<file path="config.mk">
export PLATFORM = sky130hd
export DESIGN_NAME = dhsm_datapath
export DESIGN_NICKNAME = d
export VERILOG_FILES = /design/src/logic/dhsm_pkg.sv /design/src/logic/dhsm_datapath.sv
export SDC_FILE = /design/constraint.sdc
export NUM_CORES = 2
export LEC_CHECK = 0
export BUFFER_PORTS_ARGS = -buffer_cell sky130_fd_sc_hd__clkbuf_2
export CORE_MARGIN = 8
export CORE_UTILIZATION = 66
export CTS_CLUSTER_DIAMETER = 60
export DETAILED_ROUTE_END_ITERATION = 10
export PLACE_DENSITY = 0.85
export SYNTH_ARGS = -nofsm -noshare
export SYNTH_HDL_FRONTEND = slang
export SYNTH_SLANG_ARGS = --single-unit
</file>
<file path="constraint.sdc">
create_clock -name ref_clk -period 1.51 [get_ports ref_clk]
set_input_delay 0.151 -clock ref_clk [delete_from_list [all_inputs] [get_ports ref_clk]]
set_output_delay 0.151 -clock ref_clk [all_outputs]
set_load 0.01 [all_outputs]
</file>
<file path="src/logic/dhsm_pkg.sv">
`default_nettype none
package dhsm_pkg;
    // operation select codes
    localparam logic [2:0] OP_HALVING_SUB_ADD_EXCHANGE = 3'h0;
    localparam logic [2:0] OP_HALVING_SUB_PAIR         = 3'h1;
    localparam logic [2:0] OP_HALVING_SUB_QUAD         = 3'h2;
    localparam logic [2:0] OP_HALF_MUL_ACC             = 3'h3;
    localparam logic [2:0] OP_DUAL_MUL_ACC             = 3'h4;
    localparam logic [3:0] ACC_FIELD_NONE              = 4'hF;
    localparam logic [3:0] REG_STACK_PTR               = 4'hD;
    localparam logic [3:0] REG_PROG_CNT                = 4'hF;
    localparam logic [31:0] DEST_RESET                 = 32'h0000_0000;
    localparam logic        STICKY_RESET               = 1'h0;
    localparam int          HALF_W                     = 16;
    localparam int          BYTE_W                     = 8;

    typedef struct packed {
        logic [31:0] dest_reg;
        logic        dest_write;
        logic        sticky_overflow_bit;
        logic        unpredictable;
    } dhsm_state_type;
endpackage
`default_nettype wire

</file>
<file path="src/logic/dhsm_datapath.sv">
// Overview of operation
// - halving_sub_add_exchange writes bits 16:1 of low(first)+high(second) low and high(first)-low(second) high.
// - halving_sub_pair writes bits 16:1 of each signed halfword difference into the matching half.
// - halving_sub_quad writes bits 8:1 of each of four signed 9-bit byte differences into its lane.
// - a halfword multiply-accumulate with accumulate field 1111 runs as the non-accumulating multiply.
// - a dual multiply-accumulate with accumulate field 1111 runs as dual multiply-add without accumulate.
// - register 13 or 15 as destination or source, or 13 as accumulate, makes a multiply-accumulate result unpredictable.
// - each top-pick bit takes bits 31:16 of its source when set and bits 15:0 when clear.
// - the signed 32-bit halfword product plus the accumulate operand gives the low 32 bits of the result.
// - signed overflow of the halfword accumulation sets the sticky overflow bit, never clears it.
// - the 16x16 products cannot overflow, so only the accumulation is checked.
// - the dual form adds two signed 16x16 products to the 32-bit accumulate operand.
// - with second_top_pick set the second operand halves are swapped for the dual form.
// - signed overflow of the dual accumulation sets the sticky overflow bit.
`default_nettype none
module dhsm_datapath
    import dhsm_pkg::*;
(
    input  wire logic        ref_clk,
    input  wire logic        rst_n,
    input  wire logic        clk_en,
    input  wire logic        op_valid,
    input  wire logic        cond_passed,
    input  wire logic [2:0]  op_select,
    input  wire logic [31:0] first_src_reg,
    input  wire logic [31:0] second_src_reg,
    input  wire logic [31:0] acc_src_reg,
    input  wire logic [3:0]  acc_field,
    input  wire logic [3:0]  dest_field,
    input  wire logic [3:0]  first_field,
    input  wire logic [3:0]  second_field,
    input  wire logic        first_top_pick,
    input  wire logic        second_top_pick,
    input  wire logic        sticky_clear,
    output logic [31:0]      dest_reg,
    output logic             dest_write,
    output logic             sticky_overflow_bit,
    output logic             unpredictable
);
    dhsm_state_type state;
    dhsm_state_type next_state;

    // halving results: one spare top bit so the halved value keeps the carry
    logic signed [16:0] hx_sum;
    logic signed [16:0] hx_diff;
    wire signed [16:0]  pair_diff [2];
    wire signed [8:0]   quad_diff [4];
    logic [31:0]        hx_result;
    wire [31:0]         pair_result;
    wire [31:0]         quad_result;

    // multiplier operands, products and the wide accumulation
    logic signed [15:0] op_a;
    logic signed [15:0] op_b;
    logic signed [31:0] half_prod;
    logic signed [31:0] dual_prod_lo;
    logic signed [31:0] dual_prod_hi;
    logic [31:0]        second_swapped;
    logic signed [33:0] prod_sum;
    logic signed [33:0] acc_term;
    logic signed [33:0] wide_sum;
    logic               acc_overflow;
    logic               use_acc;
    logic               is_mac;

    // register numbers that make a multiply-accumulate unpredictable
    logic               dest_bad;
    logic               first_bad;
    logic               second_bad;
    logic               acc_bad;
    logic               reg_hazard;

    // exchange form: low result from the sum, high result from the difference
    always_comb
    begin
        hx_sum = 17'(signed'(first_src_reg[15:0])) + 17'(signed'(second_src_reg[31:16]));
        hx_diff = 17'(signed'(first_src_reg[31:16])) - 17'(signed'(second_src_reg[15:0]));
        hx_result = {hx_diff[16:1], hx_sum[16:1]};
    end

    generate
        for (genvar i = 0; i < 2; i++)
        begin : g_pair
            assign pair_diff[i] = 17'(signed'(first_src_reg[i*HALF_W +: HALF_W]))
                                - 17'(signed'(second_src_reg[i*HALF_W +: HALF_W]));
            assign pair_result[i*HALF_W +: HALF_W] = pair_diff[i][16:1];
        end
        for (genvar j = 0; j < 4; j++)
        begin : g_quad
            assign quad_diff[j] = 9'(signed'(first_src_reg[j*BYTE_W +: BYTE_W]))
                                - 9'(signed'(second_src_reg[j*BYTE_W +: BYTE_W]));
            assign quad_result[j*BYTE_W +: BYTE_W] = quad_diff[j][8:1];
        end
    endgenerate

    // multiply operands; 16x16 signed products always fit in 32 bits
    always_comb
    begin
        op_a = first_top_pick ? first_src_reg[31:16] : first_src_reg[15:0];
        op_b = second_top_pick ? second_src_reg[31:16] : second_src_reg[15:0];
        half_prod = 32'(op_a) * 32'(op_b);
        second_swapped = second_top_pick ? {second_src_reg[15:0], second_src_reg[31:16]}
                                         : second_src_reg;
        dual_prod_lo = 32'(signed'(first_src_reg[15:0])) * 32'(signed'(second_swapped[15:0]));
        dual_prod_hi = 32'(signed'(first_src_reg[31:16])) * 32'(signed'(second_swapped[31:16]));
    end

    // accumulation, wide enough that the sum itself never wraps
    always_comb
    begin
        use_acc = (acc_field != ACC_FIELD_NONE);
        if (op_select == OP_DUAL_MUL_ACC)
        begin
            prod_sum = 34'(dual_prod_lo) + 34'(dual_prod_hi);
        end
        else
        begin
            prod_sum = 34'(half_prod);
        end
        if (use_acc)
        begin
            acc_term = 34'(signed'(acc_src_reg));
        end
        else
        begin
            acc_term = 34'h0;
        end
        wide_sum = prod_sum + acc_term;
        acc_overflow = (wide_sum != 34'(signed'(wide_sum[31:0])));
    end

    always_comb
    begin
        is_mac = (op_select == OP_HALF_MUL_ACC) || (op_select == OP_DUAL_MUL_ACC);
        dest_bad = (dest_field == REG_STACK_PTR) || (dest_field == REG_PROG_CNT);
        first_bad = (first_field == REG_STACK_PTR) || (first_field == REG_PROG_CNT);
        second_bad = (second_field == REG_STACK_PTR) || (second_field == REG_PROG_CNT);
        acc_bad = (acc_field == REG_STACK_PTR);
        reg_hazard = is_mac && (dest_bad || first_bad || second_bad || acc_bad);
    end

    always_comb
    begin
        next_state = state;
        next_state.dest_write = 1'b0;
        // a clear and an overflow in one cycle: the overflow wins
        if (sticky_clear)
        begin
            next_state.sticky_overflow_bit = 1'b0;
        end
        if (op_valid && cond_passed)
        begin
            case (op_select)
                OP_HALVING_SUB_ADD_EXCHANGE:
                begin
                    next_state.dest_write = 1'b1;
                    next_state.dest_reg = hx_result;
                    next_state.unpredictable = 1'b0;
                end
                OP_HALVING_SUB_PAIR:
                begin
                    next_state.dest_write = 1'b1;
                    next_state.dest_reg = pair_result;
                    next_state.unpredictable = 1'b0;
                end
                OP_HALVING_SUB_QUAD:
                begin
                    next_state.dest_write = 1'b1;
                    next_state.dest_reg = quad_result;
                    next_state.unpredictable = 1'b0;
                end
                OP_HALF_MUL_ACC, OP_DUAL_MUL_ACC:
                begin
                    next_state.dest_write = 1'b1;
                    next_state.dest_reg = wide_sum[31:0];
                    next_state.unpredictable = reg_hazard;
                    if (acc_overflow)
                    begin
                        next_state.sticky_overflow_bit = 1'b1;
                    end
                end
                default:
                begin
                    next_state.dest_write = 1'b0;
                end
            endcase
        end
    end

    // all state holds while clk_en is low
    always_ff @(posedge ref_clk or negedge rst_n)
    begin
        if (!rst_n)
        begin
            state.dest_reg <= DEST_RESET;
            state.dest_write <= 1'b0;
            state.sticky_overflow_bit <= STICKY_RESET;
            state.unpredictable <= 1'b0;
        end
        else if (clk_en)
        begin
            state <= next_state;
        end
    end

    // outputs come straight from the state register
    assign dest_reg = state.dest_reg;
    assign dest_write = state.dest_write;
    assign sticky_overflow_bit = state.sticky_overflow_bit;
    assign unpredictable = state.unpredictable;
endmodule
`default_nettype wire

</file>
==> results.md <==
* Total clock sinks at 35
* Area enclosed by the die boundary at roughly 0.064 mm^2
* Final HPWL from detailed placement at 122800 um
* Post-route DRC violation count at 0
* Clock transition at the register clock pins on the worst setup and hold paths after CTS at about 0.06 ns
* Final Hold Vio Count at 0
* Launching element of the worst setup path: second_top_pick
* TritonCTS Buffers at 5
* Cell with the biggest individual delay on the critical path: fa_1
* Root buffer cell: clkbuf_16
* Register area share after synthesis at approximately 2.4%
* Min setup slack post-route at -7.727 ns
* Routed vias at about 36000
* Violated checks: negative setup slack
* Number of flip-flops in the largest register at 32
* Total core area at approximately 0.056 mm^2
* Placement Rows at just under 90
* Number of antenna violations at the first check in global routing at 2
* Largest net degree at the start of global routing at 36
* Total global-route track usage at 45.18%
* Final-report max-slew violation count at 0
* Count of mapped cells out of synthesis at around 4300
* Worst hold-check path type: in2reg
* Cell types with the largest area share after synthesis: fa_1 46%, ha_1 11%, inv_1 10%
* WP buf/inv at 13
* Ports placed on the boundary at around 160
* Clock Path Buffers at 2
* Library cell appearing most often on the critical path: fa_1
* Min cycle time layout at 9.237 ns
* Number of I/O port buffers at between 150 and 200
* Placed instance count at between 5000 and 6000
* Avg Cell Area, Syn at ~8.6 um^2
* # diodes at 0
* Largest area contributor in the synthesized netlist: fa_1
* Final RePlAce weighted congestion at approximately 1.1
* Number of fill cells in the layout at between 3000 and 4000
* Initial cell density of the core at 66.41%
* Fraction of registers with async set/reset at 100.0%
* Horiz. Die Dim at approximately 250 um
* EDFF count, synth at 0
* Total congestion overflow after global routing at 0
* Startpoint of the lowest-slack hold path: clk_en
* TritonCTS clock tree: done
* Die height at 253.5 um
* Critical R2R Launch: dest_reg[29]
* Number of global-route vias before repair at between 30000 and 40000
* Run status: complete, but fails checks
* Worst setup SP type: primary input
* Largest family of logic cells by synthesized area: adder cells
* Synth Area in Compound Gates at 8.882%
* Share of synthesized cell area in and, or, nand and nor gates at between 10% and 20%
* Per-cell routed wire length at between 20 and 25 um
* Clock latency reported for the late side of the worst-skew pair at about 0.28 ns
* Most frequent cells in the layout: 1000 x inv_1, 857 x buf_4, 834 x fa_1
* Setup repair after global routing missed its margin: yes
* Critical Path Sink Type: register
* Main synth FF type: dfrtp_1
* Share of layout cells above drive strength 1 at roughly 27%
* Drt pass-1 iters at 10
* Global-route wire length before repair at between 200000 and 250000 um
* Worst rel slew slack at 63.25%
* Post-synthesis net count at approximately 5600
* Worst path arrival time at about 9.4 ns
* Share of cell area taken by muxes after synthesis at about 1.3%
* Max FO, Critical Path at 6
* Maximum cell stage delay along the critical path at approximately 0.60 ns
* Post-synthesis to final-layout area growth at 28.66%
* Required time reported for the critical path endpoint at about 1.7 ns
* Aggregate routed wire length at about 150000 um
* Count of non-filler cells in the finished layout at about 6000
* Routed via count divided by cell count at around 6
* Cell family with the largest share of critical-path delay: adder cells
* Number of max-cap violations at 0
* Worst Path Class, Setup: in2reg
* Synthesized-area fraction occupied by xor and xnor cells at under 10%
* Footprint of the multi-input gates at roughly 0.034 mm^2
* H-Tree Level Count at 2
* Setup violations, final at 33
* Adder-cell share of the synthesized area at between 50% and 60%
* Maximum clock rate at 108.3 MHz
* Pin slew with the least headroom to its limit at between 0.5 and 0.6 ns
* Post-synth design cell area at between 0.03 and 0.04 mm^2
* Sequential cell area at 875.8 um^2
* Portion of the clock cycle consumed by the worst path in the final layout at 611.7%
* Top cell type's share of synthesized area at a little under half
* Detailed Route Iter0 Violations at roughly 3700
* Yosys warnings at 0
* Worst Clk Skew at 0 ns
* Count of nets after finishing at roughly 6600
* Post-synth cell types at 79
* Post-detailed-route count of antenna-violating nets at 0
* Most common cell after layout, fill and taps aside: inv_1
* Yosys reg bits at 35
[metrics by stage]
stage	hold slack [ns]	util (%)	TNS [ns]	setup slack, ns	cell area (um^2)
global route	0.1716	85.45	-212.15	-7.981	47900
CTS	0.1365	83.76	-199.91	-7.444	46950
floorplan	-0.1446	-	-187.61	-7.406	37760
detailed placement	0.2213	81.05	-220.89	-8.205	45440
global placement	0.2142	81.05	-218.36	-7.995	45440
finish	0.1389	85.45	-206.08	-7.727	47900
[timing repair]
item	in CTS	in global routing
gates resized for setup	220	161
cloned	1	0
setup buffers	50	40
hold buffers	1	0
setup endpoints to repair	33	34
hold endpoints to repair	35	0
pin swaps	105	97
[synth_stat cells, drive strengths merged, types with 7 or more instances]
| cell | n |
|---|---|
| inv | 1028 |
| mux2i | 31 |
| clkbuf | 149 |
| o21ai | 121 |
| nor2b | 196 |
| nor3 | 22 |
| a221oi | 15 |
| o21bai | 11 |
| nand2 | 509 |
| and3 | 9 |
| a211oi | 12 |
| a211o | 7 |
| nor2 | 232 |
| a21o | 51 |
| ha | 323 |
| buf | 15 |
| nand3 | 23 |
| o221ai | 9 |
| o211ai | 9 |
| nand4 | 11 |
| a31o | 8 |
| a2111oi | 8 |
| mux2 | 17 |
| dfrtp | 35 |
| nand2b | 39 |
| o21a | 35 |
| o31ai | 13 |
| a21oi | 147 |
| fa | 853 |
| and2 | 108 |
| xnor2 | 96 |
| a31oi | 16 |
| or3 | 15 |
| o22ai | 13 |
| or2 | 13 |
| xor2 | 57 |
[cell families (layout without fill, tap and decap cells)]
logic type,count (synthesis),in the layout
xor+xnor,153,153
compound gates,513,513
simple gates,1197,1197
fa+ha+maj,1176,1176
mux,48,48
flops,35,35
buf+inv,1192,2135
[cell type report]
class	instances	share of cell area [%]
Sequential cell	35	1.828
Clock buffer	5	0.2612
Clock inverter	3	0.04179
Timing Repair Buffer	1099	17.66
Tap cell	756	1.975
Inverter	1028	8.055
Multi-Input combinational cell	3087	70.18
[routing by layer]
metal	track usage (%)	routed length, um	vias up	share of wire (%)
met3	12.28	18360	947	13
met4	32.81	14660	2	10
met1	53.20	47520	17540	32
li1	-	-	14920	-
met5	0	14	-	0.0095
met2	71.22	66200	2691	45
[worst paths after layout]
| path | slack (ns) | cells past startpoint | to |
|---|---|---|---|
| max | -7.73 | 41 | sticky_overflow_bit |
| min | 0.14 | 2 | dest_write |
| max reg2reg | 0.20 | 3 | dest_reg[29] |
| min reg2reg | 0.48 | 2 | unpredictable |
| max in group asynchronous | 0.72 | 3 | dest_reg[28] |
| min in group asynchronous | 0.45 | 3 | dest_reg[19] |
Power is not shown: default switching activity piles up to over one toggle a cycle in this logic, so the estimate is an artifact.
